File: config.mk
export PLATFORM = sky130hd
export DESIGN_NAME = uart_serial_port_core
export DESIGN_NICKNAME = d
export VERILOG_FILES = /design/src/verilog/uart_core_pkg.sv /design/src/verilog/baud_tick_gen.sv /design/src/verilog/uart_serial_port_core.sv
export SDC_FILE = /design/constraint.sdc
export NUM_CORES = 1
export LEC_CHECK = 0
export BUFFER_PORTS_ARGS = -buffer_cell sky130_fd_sc_hd__buf_2
export CAP_MARGIN = 30
export CORE_UTILIZATION = 51
export CTS_CLUSTER_DIAMETER = 200
export DETAILED_ROUTE_END_ITERATION = 7
export PLACE_DENSITY = 0.68
export SLEW_MARGIN = 20
export SYNTH_ARGS = -nofsm -noshare
export SYNTH_HDL_FRONTEND = slang
export SYNTH_SLANG_ARGS = --single-unit
File: constraint.sdc
create_clock -name ref_clk_i -period 3.5 [get_ports ref_clk_i]
set_input_delay 0.35 -clock ref_clk_i [delete_from_list [all_inputs] [get_ports ref_clk_i]]
set_output_delay 0.35 -clock ref_clk_i [all_outputs]
set_load 0.01 [all_outputs]
File: src/verilog/uart_core_pkg.sv
// Purpose: shared constants and types for the serial port core
// Assumes: one 100 MHz clock, plain register port with 32-bit data
// Notes: register offsets are byte addresses, one word each
package uart_core_pkg;
  localparam logic [7:0] ADDR_DATA = 8'h00;
  localparam logic [7:0] ADDR_DIV = 8'h04;
  localparam logic [7:0] ADDR_LINE = 8'h08;
  localparam logic [7:0] ADDR_FIFO = 8'h0c;
  localparam logic [7:0] ADDR_MODEM = 8'h10;
  localparam logic [7:0] ADDR_STAT = 8'h14;
  // line control fields
  localparam int LC_PAR_EN = 0;
  localparam int LC_PAR_ODD = 1;
  localparam int LC_STOP_LO = 2;
  localparam int LC_NINE = 4;
  localparam int LC_HW_MATCH = 5;
  localparam int LC_IRDA = 6;
  localparam int LC_ADDR_LO = 8;
  // fifo control fields
  localparam int FC_FIFO_EN = 0;
  localparam int FC_DMA = 1;
  localparam int FC_TRIG_LO = 2;
  // modem control fields, then the divisor fraction position
  localparam int MC_RTS = 0;
  localparam int MC_AUTO_FLOW_ENABLE = 1;
  localparam int MC_CTS_IE = 2;
  localparam int DIV_FRAC_LO = 16;
  // reset values and divisor limits
  localparam logic [15:0] DIV_RESET = 16'h0001;
  localparam logic [3:0] TRIG_RESET = 4'h8;
  localparam logic [7:0] OWN_ADDR_RESET = 8'h00;
  localparam logic [15:0] DIV_ZERO = 16'h0000;
  localparam logic [15:0] DIV_ONE = 16'h0001;
  // sixteenth-bit tick counts, last bit indices, fifo depth
  localparam logic [4:0] BIT_LAST = 5'h0f;
  localparam logic [4:0] MID_TICK = 5'h07;
  localparam logic [4:0] STOP15_LAST = 5'h17;
  localparam logic [4:0] STOP2_LAST = 5'h1f;
  localparam logic [4:0] IR_PULSE_TICKS = 5'h03;
  localparam logic [4:0] IR_STRETCH = 5'h0c;
  localparam logic [3:0] LAST_BIT8 = 4'h7;
  localparam logic [3:0] LAST_BIT9 = 4'h8;
  localparam logic [9:0] TIMEOUT_TICKS = 10'h280;
  localparam logic [4:0] FIFO_DEPTH = 5'h10;
  typedef enum logic [1:0] {STOP_1 = 2'b00, STOP_1P5 = 2'b01, STOP_2 = 2'b10} stop_sel_t;
  typedef enum logic [2:0] {
    S_IDLE = 3'b000, S_START = 3'b001, S_DATA = 3'b010, S_PAR = 3'b011, S_STOP = 3'b100
  } ser_state_t;
endpackage

File: src/verilog/baud_tick_gen.sv
// Purpose: sixteen-times oversampling tick with fractional divisor
// Assumes: divisor fields held stable by software while the line is busy
// Notes: one-cycle tick, average period divisor plus fraction/16 clocks
`timescale 1ns/1ps
module baud_tick_gen import uart_core_pkg::*; (
  input wire logic ref_clk_i,
  input wire logic rst_n_i,
  input wire logic [15:0] div_int_i,
  input wire logic [3:0] div_frac_i,
  output logic tick_o
);
  logic [15:0] cnt_reg;
  logic [3:0] acc_reg;
  logic [4:0] acc_sum;
  logic [15:0] div_eff;

  assign div_eff = (div_int_i == DIV_ZERO) ? DIV_ONE : div_int_i;
  assign acc_sum = {1'b0, acc_reg} + {1'b0, div_frac_i};

  // carry of the accumulator stretches one tick by a clock
  always_ff @(posedge ref_clk_i or negedge rst_n_i) begin
    if (!rst_n_i) begin
      cnt_reg <= 16'h0000;
      acc_reg <= 4'h0;
      tick_o <= 1'b0;
    end else if (cnt_reg == 16'h0000) begin
      tick_o <= 1'b1;
      acc_reg <= acc_sum[3:0];
      cnt_reg <= div_eff - DIV_ONE + {15'h0000, acc_sum[4]};
    end else begin
      tick_o <= 1'b0;
      cnt_reg <= cnt_reg - DIV_ONE;
    end
  end
endmodule

File: src/verilog/uart_serial_port_core.sv
// Purpose: serial transceiver with 9-bit addressing, IrDA SIR, flow control, DMA requests
// Assumes: register port strobes one cycle, read data valid the cycle after
// Notes: sixteen-deep flip-flop FIFOs each way
// Contract
// - frame goes start bit, data bits, optional parity, then stop bits.
// - stop length one, one and half or two bits; parity optional.
// - nine-bit mode puts ninth bit after bit eight, before parity and stop.
// - ninth bit one marks an address, zero marks data.
// - slave keeps data after own address, drops data after other addresses.
// - address matching done by hardware or left to software.
// - bit rate is clock over sixteen times the sixteen-bit divisor.
// - four-bit fraction adds n sixteenths to the divisor.
// - infrared frames are one start, eight data, one stop, no parity.
// - infrared sends a pulse for every zero bit, none for ones.
// - infrared pulse lasts three sixteenths of a bit.
// - infrared receive input has opposite polarity to transmitted pulses.
// - automatic flow drives RTS high when receive level reaches trigger.
// - automatic flow drives RTS low again once level falls below trigger.
// - receiver accepts one more character after RTS goes high.
// - manual RTS follows control bit; automatic mirrors pin into read-only bit.
// - automatic CTS starts a character only while CTS is low.
// - CTS change always sets delta flag; interrupt needs enable in auto mode.
// - DMA mode bit works only while FIFO enable is set.
// - receive DMA request on level at or over trigger or timeout; controller clears.
// - transmit DMA request while transmit FIFO not full; controller clears.
// - a zero integer divisor acts as one.
// - data bits leave least significant first.
`timescale 1ns/1ps
module uart_serial_port_core import uart_core_pkg::*; (
  input wire logic ref_clk_i,
  input wire logic rst_n_i,
  input wire logic [7:0] addr_i,
  input wire logic [31:0] wdata_i,
  input wire logic wr_i,
  input wire logic rd_i,
  output logic [31:0] rdata_o,
  input wire logic rxd_i,
  output logic txd_o,
  input wire logic ir_rx_n_i,
  output logic ir_tx_o,
  input wire logic cts_n_i,
  output logic rts_n_o,
  input wire logic dma_rx_ack_i,
  input wire logic dma_tx_ack_i,
  output logic dma_rx_req_o,
  output logic dma_tx_req_o,
  output logic modem_irq_o
);
  function automatic logic hit(input logic [7:0] a, input logic [7:0] off);
    return a == off;
  endfunction

  logic [15:0] div_int_reg;
  logic [3:0] div_frac_reg;
  logic par_en_reg, par_odd_reg, nine_reg, hw_match_reg, irda_reg;
  stop_sel_t stop_reg;
  logic [7:0] own_addr_reg;
  logic fifo_en_reg, dma_mode_reg, dma_en;
  logic [3:0] rx_trig_reg;
  logic rts_bit_reg, auto_flow_enable_reg, cts_ie_reg;
  logic tick;
  logic [8:0] tx_mem [16];
  logic [8:0] rx_mem [16];
  logic [3:0] tx_wp_reg, tx_rp_reg, rx_wp_reg, rx_rp_reg;
  logic [4:0] tx_cnt_reg, rx_cnt_reg;
  logic tx_push, tx_pop, rx_push, rx_pop;
  ser_state_t tx_state_reg, rx_state_reg;
  logic [8:0] tx_shift_reg, rx_shift_reg, rx_word;
  logic [3:0] tx_bit_reg, rx_bit_reg, last_bit;
  logic [4:0] tx_tick_reg, rx_tick_reg, stop_last, ir_cnt_reg;
  logic tx_par_reg, tx_line, rx_line, rx_prev_reg, rx_par_reg;
  logic rx_done_reg, rx_ferr_reg, rx_perr;
  logic match_reg, perr_reg, ferr_reg, ovr_reg, delta_cts_reg, cts_prev_reg;
  logic [9:0] to_cnt_reg;
  logic timeout, at_trig;

  baud_tick_gen u_baud (
    .ref_clk_i(ref_clk_i),
    .rst_n_i(rst_n_i),
    .div_int_i(div_int_reg),
    .div_frac_i(div_frac_reg),
    .tick_o(tick)
  );

  assign dma_en = fifo_en_reg & dma_mode_reg;
  assign at_trig = rx_cnt_reg >= {1'b0, rx_trig_reg};
  // infrared forces eight data bits, no parity, one stop
  assign last_bit = (nine_reg && !irda_reg) ? LAST_BIT9 : LAST_BIT8;
  assign stop_last = irda_reg ? BIT_LAST : (stop_reg == STOP_1P5) ? STOP15_LAST :
                     (stop_reg == STOP_2) ? STOP2_LAST : BIT_LAST;

  // control registers
  always_ff @(posedge ref_clk_i or negedge rst_n_i) begin
    if (!rst_n_i) begin
      div_int_reg <= DIV_RESET;
      div_frac_reg <= 4'h0;
      par_en_reg <= 1'b0;
      par_odd_reg <= 1'b0;
      stop_reg <= STOP_1;
      nine_reg <= 1'b0;
      hw_match_reg <= 1'b0;
      irda_reg <= 1'b0;
      own_addr_reg <= OWN_ADDR_RESET;
      fifo_en_reg <= 1'b0;
      dma_mode_reg <= 1'b0;
      rx_trig_reg <= TRIG_RESET;
      auto_flow_enable_reg <= 1'b0;
      cts_ie_reg <= 1'b0;
    end else if (wr_i) begin
      if (hit(addr_i, ADDR_DIV)) begin
        div_int_reg <= wdata_i[15:0];
        div_frac_reg <= wdata_i[DIV_FRAC_LO +: 4];
      end else if (hit(addr_i, ADDR_LINE)) begin
        par_en_reg <= wdata_i[LC_PAR_EN];
        par_odd_reg <= wdata_i[LC_PAR_ODD];
        stop_reg <= stop_sel_t'(wdata_i[LC_STOP_LO +: 2]);
        nine_reg <= wdata_i[LC_NINE];
        hw_match_reg <= wdata_i[LC_HW_MATCH];
        irda_reg <= wdata_i[LC_IRDA];
        own_addr_reg <= wdata_i[LC_ADDR_LO +: 8];
      end else if (hit(addr_i, ADDR_FIFO)) begin
        fifo_en_reg <= wdata_i[FC_FIFO_EN];
        dma_mode_reg <= wdata_i[FC_DMA];
        rx_trig_reg <= wdata_i[FC_TRIG_LO +: 4];
      end else if (hit(addr_i, ADDR_MODEM)) begin
        auto_flow_enable_reg <= wdata_i[MC_AUTO_FLOW_ENABLE];
        cts_ie_reg <= wdata_i[MC_CTS_IE];
      end
    end
  end

  // software owns the bit only without automatic flow
  always_ff @(posedge ref_clk_i or negedge rst_n_i) begin
    if (!rst_n_i) begin
      rts_bit_reg <= 1'b1;
    end else if (auto_flow_enable_reg) begin
      rts_bit_reg <= rts_n_o;
    end else if (wr_i && hit(addr_i, ADDR_MODEM)) begin
      rts_bit_reg <= wdata_i[MC_RTS];
    end
  end

  // automatic flow: high at trigger, low below it, else follows the bit; the spare slots above trigger take the late character
  always_ff @(posedge ref_clk_i or negedge rst_n_i) begin
    if (!rst_n_i) begin
      rts_n_o <= 1'b1;
    end else begin
      rts_n_o <= auto_flow_enable_reg ? at_trig : rts_bit_reg;
    end
  end

  // transmit fifo
  assign tx_push = wr_i && hit(addr_i, ADDR_DATA) && tx_cnt_reg != FIFO_DEPTH;
  // with automatic flow, a character starts only while clear to send
  assign tx_pop = tx_state_reg == S_IDLE && tx_cnt_reg != 5'h00 && (!auto_flow_enable_reg || !cts_n_i);
  always_ff @(posedge ref_clk_i or negedge rst_n_i) begin
    if (!rst_n_i) begin
      tx_wp_reg <= 4'h0;
      tx_rp_reg <= 4'h0;
      tx_cnt_reg <= 5'h00;
    end else begin
      if (tx_push) begin
        tx_mem[tx_wp_reg] <= wdata_i[8:0];
        tx_wp_reg <= tx_wp_reg + 4'h1;
      end
      if (tx_pop) begin
        tx_rp_reg <= tx_rp_reg + 4'h1;
      end
      tx_cnt_reg <= tx_cnt_reg + {4'h0, tx_push} - {4'h0, tx_pop};
    end
  end

  // transmitter
  always_ff @(posedge ref_clk_i or negedge rst_n_i) begin
    if (!rst_n_i) begin
      tx_state_reg <= S_IDLE;
      tx_shift_reg <= 9'h000;
      tx_bit_reg <= 4'h0;
      tx_tick_reg <= 5'h00;
      tx_par_reg <= 1'b0;
    end else if (tx_pop) begin
      tx_shift_reg <= (last_bit == LAST_BIT9) ? tx_mem[tx_rp_reg] : {1'b0, tx_mem[tx_rp_reg][7:0]};
      tx_par_reg <= ^((last_bit == LAST_BIT9) ? tx_mem[tx_rp_reg] : {1'b0, tx_mem[tx_rp_reg][7:0]});
      tx_tick_reg <= 5'h00;
      tx_bit_reg <= 4'h0;
      tx_state_reg <= S_START;
    end else if (tick && tx_state_reg != S_IDLE) begin
      tx_tick_reg <= tx_tick_reg + 5'h01;
      case (tx_state_reg)
        S_START: begin
          if (tx_tick_reg == BIT_LAST) begin
            tx_tick_reg <= 5'h00;
            tx_state_reg <= S_DATA;
          end
        end
        S_DATA: begin
          if (tx_tick_reg == BIT_LAST) begin
            tx_tick_reg <= 5'h00;
            tx_shift_reg <= {1'b0, tx_shift_reg[8:1]};
            tx_bit_reg <= tx_bit_reg + 4'h1;
            if (tx_bit_reg == last_bit) begin
              tx_state_reg <= (par_en_reg && !irda_reg) ? S_PAR : S_STOP;
            end
          end
        end
        S_PAR: begin
          if (tx_tick_reg == BIT_LAST) begin
            tx_tick_reg <= 5'h00;
            tx_state_reg <= S_STOP;
          end
        end
        default: begin
          if (tx_tick_reg == stop_last) begin
            tx_state_reg <= S_IDLE;
          end
        end
      endcase
    end
  end

  always_comb begin
    case (tx_state_reg)
      S_START: tx_line = 1'b0;
      S_DATA: tx_line = tx_shift_reg[0];
      S_PAR: tx_line = tx_par_reg ^ par_odd_reg;
      default: tx_line = 1'b1;
    endcase
  end

  // infrared mode parks the wired line and pulses on zeros
  always_ff @(posedge ref_clk_i or negedge rst_n_i) begin
    if (!rst_n_i) begin
      txd_o <= 1'b1;
      ir_tx_o <= 1'b0;
    end else begin
      txd_o <= irda_reg ? 1'b1 : tx_line;
      ir_tx_o <= irda_reg && !tx_line && tx_tick_reg < IR_PULSE_TICKS;
    end
  end

  // receive pulses arrive low; stretched to cover the bit midpoint
  always_ff @(posedge ref_clk_i or negedge rst_n_i) begin
    if (!rst_n_i) begin
      ir_cnt_reg <= 5'h00;
    end else if (!ir_rx_n_i) begin
      ir_cnt_reg <= IR_STRETCH;
    end else if (tick && ir_cnt_reg != 5'h00) begin
      ir_cnt_reg <= ir_cnt_reg - 5'h01;
    end
  end
  assign rx_line = irda_reg ? (ir_rx_n_i && ir_cnt_reg == 5'h00) : rxd_i;
  assign rx_word = (last_bit == LAST_BIT9) ? rx_shift_reg : {1'b0, rx_shift_reg[8:1]};
  assign rx_perr = par_en_reg && !irda_reg && (rx_par_reg != (^rx_word ^ par_odd_reg));

  // receiver
  always_ff @(posedge ref_clk_i or negedge rst_n_i) begin
    if (!rst_n_i) begin
      rx_state_reg <= S_IDLE;
      rx_prev_reg <= 1'b1;
      rx_shift_reg <= 9'h000;
      rx_bit_reg <= 4'h0;
      rx_tick_reg <= 5'h00;
      rx_par_reg <= 1'b0;
      rx_done_reg <= 1'b0;
      rx_ferr_reg <= 1'b0;
    end else begin
      rx_prev_reg <= rx_line;
      rx_done_reg <= 1'b0;
      if (rx_state_reg == S_IDLE) begin
        if (rx_prev_reg && !rx_line) begin
          rx_state_reg <= S_START;
          rx_tick_reg <= 5'h00;
        end
      end else if (tick) begin
        rx_tick_reg <= rx_tick_reg + 5'h01;
        case (rx_state_reg)
          S_START: begin
            if (rx_tick_reg == MID_TICK) begin
              rx_tick_reg <= 5'h00;
              rx_bit_reg <= 4'h0;
              rx_state_reg <= rx_line ? S_IDLE : S_DATA;
            end
          end
          S_DATA: begin
            if (rx_tick_reg == BIT_LAST) begin
              rx_tick_reg <= 5'h00;
              rx_shift_reg <= {rx_line, rx_shift_reg[8:1]};
              rx_bit_reg <= rx_bit_reg + 4'h1;
              if (rx_bit_reg == last_bit) begin
                rx_state_reg <= (par_en_reg && !irda_reg) ? S_PAR : S_STOP;
              end
            end
          end
          S_PAR: begin
            if (rx_tick_reg == BIT_LAST) begin
              rx_tick_reg <= 5'h00;
              rx_par_reg <= rx_line;
              rx_state_reg <= S_STOP;
            end
          end
          default: begin
            if (rx_tick_reg == BIT_LAST) begin
              rx_ferr_reg <= !rx_line;
              rx_done_reg <= 1'b1;
              rx_state_reg <= S_IDLE;
            end
          end
        endcase
      end
    end
  end

  // hardware match hides addresses and unselected data; software mode keeps all
  assign rx_push = rx_done_reg && !(nine_reg && hw_match_reg && (rx_word[8] || !match_reg));
  always_ff @(posedge ref_clk_i or negedge rst_n_i) begin
    if (!rst_n_i) begin
      match_reg <= 1'b0;
    end else if (rx_done_reg && nine_reg && rx_word[8]) begin
      match_reg <= rx_word[7:0] == own_addr_reg;
    end
  end

  // receive fifo, overflow drops the new character
  assign rx_pop = rd_i && hit(addr_i, ADDR_DATA) && rx_cnt_reg != 5'h00;
  always_ff @(posedge ref_clk_i or negedge rst_n_i) begin
    if (!rst_n_i) begin
      rx_wp_reg <= 4'h0;
      rx_rp_reg <= 4'h0;
      rx_cnt_reg <= 5'h00;
    end else begin
      if (rx_push && rx_cnt_reg != FIFO_DEPTH) begin
        rx_mem[rx_wp_reg] <= rx_word;
        rx_wp_reg <= rx_wp_reg + 4'h1;
      end
      if (rx_pop) begin
        rx_rp_reg <= rx_rp_reg + 4'h1;
      end
      rx_cnt_reg <= rx_cnt_reg + {4'h0, rx_push && rx_cnt_reg != FIFO_DEPTH} - {4'h0, rx_pop};
    end
  end

  // sticky status, set beats the clear-on-read
  always_ff @(posedge ref_clk_i or negedge rst_n_i) begin
    if (!rst_n_i) begin
      perr_reg <= 1'b0;
      ferr_reg <= 1'b0;
      ovr_reg <= 1'b0;
      delta_cts_reg <= 1'b0;
      cts_prev_reg <= 1'b1;
    end else begin
      cts_prev_reg <= cts_n_i;
      if (rd_i && hit(addr_i, ADDR_STAT)) begin
        perr_reg <= 1'b0;
        ferr_reg <= 1'b0;
        ovr_reg <= 1'b0;
        delta_cts_reg <= 1'b0;
      end
      if (rx_push && rx_perr) perr_reg <= 1'b1;
      if (rx_push && rx_ferr_reg) ferr_reg <= 1'b1;
      if (rx_push && rx_cnt_reg == FIFO_DEPTH) ovr_reg <= 1'b1;
      if (cts_n_i != cts_prev_reg) delta_cts_reg <= 1'b1;
    end
  end

  // idle time with data waiting, in sixteenth-bit ticks
  always_ff @(posedge ref_clk_i or negedge rst_n_i) begin
    if (!rst_n_i) begin
      to_cnt_reg <= 10'h000;
    end else if (rx_cnt_reg == 5'h00 || rx_state_reg != S_IDLE || rx_pop) begin
      to_cnt_reg <= 10'h000;
    end else if (tick && !timeout) begin
      to_cnt_reg <= to_cnt_reg + 10'h001;
    end
  end
  assign timeout = to_cnt_reg == TIMEOUT_TICKS;

  // requests: set wins over the controller's clear
  always_ff @(posedge ref_clk_i or negedge rst_n_i) begin
    if (!rst_n_i) begin
      dma_rx_req_o <= 1'b0;
      dma_tx_req_o <= 1'b0;
      modem_irq_o <= 1'b0;
    end else begin
      if (!dma_en) dma_rx_req_o <= 1'b0;
      else if (at_trig || timeout) dma_rx_req_o <= 1'b1;
      else if (dma_rx_ack_i) dma_rx_req_o <= 1'b0;
      if (!dma_en) dma_tx_req_o <= 1'b0;
      else if (tx_cnt_reg != FIFO_DEPTH) dma_tx_req_o <= 1'b1;
      else if (dma_tx_ack_i) dma_tx_req_o <= 1'b0;
      modem_irq_o <= delta_cts_reg && (!auto_flow_enable_reg || cts_ie_reg);
    end
  end

  // read port, data the cycle after the strobe only
  always_ff @(posedge ref_clk_i or negedge rst_n_i) begin
    if (!rst_n_i) begin
      rdata_o <= 32'h0000_0000;
    end else begin
      rdata_o <= 32'h0000_0000;
      if (rd_i) begin
        if (rx_pop) rdata_o <= {23'h000000, rx_mem[rx_rp_reg]};
        else if (hit(addr_i, ADDR_DIV)) rdata_o <= {12'h000, div_frac_reg, div_int_reg};
        else if (hit(addr_i, ADDR_LINE)) rdata_o <= {16'h0000, own_addr_reg, 1'b0, irda_reg,
                                                     hw_match_reg, nine_reg, stop_reg, par_odd_reg, par_en_reg};
        else if (hit(addr_i, ADDR_FIFO)) rdata_o <= {26'h0000000, rx_trig_reg, dma_mode_reg, fifo_en_reg};
        else if (hit(addr_i, ADDR_MODEM)) rdata_o <= {29'h00000000, cts_ie_reg, auto_flow_enable_reg, rts_bit_reg};
        else if (hit(addr_i, ADDR_STAT)) rdata_o <= {11'h000, tx_cnt_reg, 3'h0, rx_cnt_reg,
                                                     tx_state_reg != S_IDLE, match_reg, ovr_reg, ferr_reg,
                                                     perr_reg, rts_n_o, cts_n_i, delta_cts_reg};
      end
    end
  end
endmodule
==> impl_metrics.yaml <==
critical_path:
  reg2reg_depth: 16
  crit_path_max_fanout: 3
  crit_slowest_cell: "nor3b_1"
  cp_common_cell: "inv_1"
  cp.required_ns: 3.97
  reg2reg_to: "tx_cnt_reg[4]$_DFF_PN0_"
  rrSetupSlack_ns: 0.58
  cp_cell_sequence: "inv_1 -> ha_1 -> nor3b_1 -> nand2_1 -> and3_1 -> inv_1 -> ha_1 -> inv_1 -> ha_1 -> inv_1 -> fa_1 -> inv_1 -> a21oi_1 -> nor2_1 -> nor2_1 -> xnor2_1"
  crit_type: "reg2reg"
  cp.arrival_ns: 3.39
  cp_slowest_stage_delay_ns: 0.46
  start_kind: "register"
  cp-endpoint: "tx_cnt_reg[4]$_DFF_PN0_"
  startpoint: "tx_cnt_reg[3]$_DFF_PN0_"
  r2r-start: "tx_cnt_reg[3]$_DFF_PN0_"
  end_kind: "register"
hold_path:
  hp-class: "in2reg"
  min_path_cells: 2
cts:
  cts_inserted_buffers: 48
  clock_latency_ns: 0.59
  cts_root_buf: "clkbuf_16"
  cts_tree: "yes"
  ctsResizeCount: 0
  clock-sinks: 474
  clk_transition_reported_paths_ns: 0.06
  clock_path_buffers: 3
  cts_max_level: 2
finish:
  stdcell_area_um2: 23500
  most-common-layout-cells: "288 x edfxtp_1, 177 x dfrtp_1, 91 x nand2_1"
  largest_registers: "rx_mem x144, tx_mem x144, rdata_o x21"
  fin_cells: 2088
  layout_commonest_cell: "edfxtp_1"
  utilization_pct: 59.0
  area_delta_synth_final_pct: 13.7
  drive_gt1_share_pct: 23.0
  nets: 1618
sta:
  finalCritPeriodShare_pct: 83.5
  worst_hold_slack_ns: 0.0236
  rsz0062_at_grt: "false"
  final.setup.tns_ns: 0
  post-route-min-period_ns: 2.92
  slew_viol_final: 0
  skew_ns: 0.0167
  slew_headroom_pct: 45.2
  hold_violations: 0
  setup_viol: 0
  tightest_slew_ns: 0.823
  max_freq_ghz: 0.342
  fin_ws_ns: 0.577
detailed_routing:
  vias_per_cell: 5.73
  vias: 11955
  drt-initial-drc-count: 847
  wl_per_cell_um: 21.5
  wl_um: 44800
  dr.pass1.iters: 5
  drc_errors: 0
  antenna_left: 0
logic_synthesis:
  synth.ff_latch_count: 474
  synth_edf_count: 288
  syn_inst: 1394
  ys_seq_area_share_pct: 64.3
  synth_area_per_cell_um2: 14.8
  yosys_warnings: 0
  ys_types: 65
  netlist_area_um2: 20700
  synthFlopType: "edfxtp_1"
  synthArstFlopShare_pct: 39.2
pwr:
  switching_share_pct: 24.0
  power.switching_mw: 2.98
  p_total_mw: 12.4
  internal_power_mw: 9.45
  powerDensity_nw_per_um2: 528
  comb_power_share_pct: 8.6
  leakage_nw: 9.25
  ir_drop_mv: 0.503
  sequentialPowerShare_pct: 51.3
  pwr-share-clk_pct: 40.1
floorplanning:
  row_count: 73
  die_width_um: 203
  start_util_pct: 51.8
  die_area_um2: 41400
  io_pins: 87
  die_h_um: 203
  core_um2: 39900
grt:
  grt_max_degree: 62
  grtUsageTotal_pct: 22.6
  antenna_found_initial: 0
  grt_pass1_wl_um: 70300
  grt-ovfl-total: 0
  grt_pass1_vias: 12262
status:
  status: "finished clean"
placement:
  gp_congestion: 0.845
  dpl_worst_slack_ns: 0.553
  dpl.cell_count: 1990
  postPlaceCellArea_um2: 21900
  dp_hpwl_um: 30400
  port_buffers: 63
flow_run:
  maxCapViolCount: 0
## per-layer routing
metal  up-vias  routed length, um  GRT usage [%]
met3        86               2070           3.68
met5         -                  0              0
li1       5480                  -              -
met2       288              22900           38.6
met1      6101              18400           29.0
met4         0               1430           8.30
## cells in the mapped netlist, drive strengths merged, types with 11 or more instances
master / instances / area (um^2)
ha: 43 / 538
nor4: 12 / 81.3
mux2: 65 / 732
a211oi: 11 / 82.6
edfxtp: 288 / 8650
o21ai: 44 / 220
nand2: 91 / 342
a22oi: 15 / 113
a21oi: 37 / 185
mux2i: 18 / 180
nor3: 23 / 120
mux4: 81 / 1830
dfrtp: 179 / 4480
nand3: 24 / 120
clkbuf: 38 / 143
nor2b: 18 / 113
xnor2: 55 / 482
buf: 31 / 184
xor2: 27 / 236
nor2: 90 / 338
nand4: 12 / 75.1
and3: 14 / 87.6
inv: 58 / 218
## worst max-delay path, delay by kind of cell (launching register included)
kind | cells | cell delay (ns)
buf+inv | 5 | 0.32
xor+xnor | 1 | 0.11
simple gates | 5 | 1.01
flops | 1 | 0.40
compound gates | 1 | 0.06
fa+ha+maj | 4 | 0.89
## logic make-up (layout without fill, tap and decap cells)
group	after synthesis	count (layout)	synth area share [%]
DFF	474	474	64.3
and+or+nand+nor	327	327	7.67
AOI/OAI and AO/OA	170	170	5.41
muxes	164	164	13.2
buffers and inverters	127	285	2.63
xor gates and xnor gates	85	85	3.80
adders and majority gates	46	46	2.89
other	1	12	0.0181
## power groups by stage
stage | Combinational, mW | Clock [mW] | Sequential (mW)
global placement | 1.02 | 0 | 6.48
detailed placement | 1.05 | 0 | 6.49
finish | 1.06 | 4.99 | 6.38
CTS | 1.07 | 5.09 | 6.38
floorplan | 0.772 | 0 | 6.41
global route | 1.20 | 5.31 | 6.41
## worst min-delay path by stage
stage,startpoint,to,slack [ns]
finish,wdata_i[13],own_addr_reg[5]$_DFFE_PN0P_,0.02
global route,wdata_i[13],div_int_reg[13]$_DFFE_PN0P_,0.02
detailed placement,rst_n_i,tx_wp_reg[3]$_DFFE_PN0P_,0.24
CTS,wdata_i[13],own_addr_reg[5]$_DFFE_PN0P_,0.0002
floorplan,rst_n_i,auto_flow_enable_reg$_DFFE_PN0P_,0.05
global placement,rst_n_i,tx_wp_reg[2]$_DFFE_PN0P_,0.23
## cell type report
type                       count  area (um^2)
clock buffer                  67         1290
clock inverter                22          229
inverter                      58          218
antenna                        1         2.50
timing repair buffer         138          937
multi-input combinational    803         6880
sequential                   474        13300
tap                          525          657
fill                        3025        16400
## what timing repair did
| item | in CTS | in global routing |
|---|---|---|
| endpoints found under the hold margin | 19 | 0 |
| buffers inserted | 0 | 0 |
| hold buffers | 7 | 0 |
No activity file was read; power rests on OpenSTA's default activity.
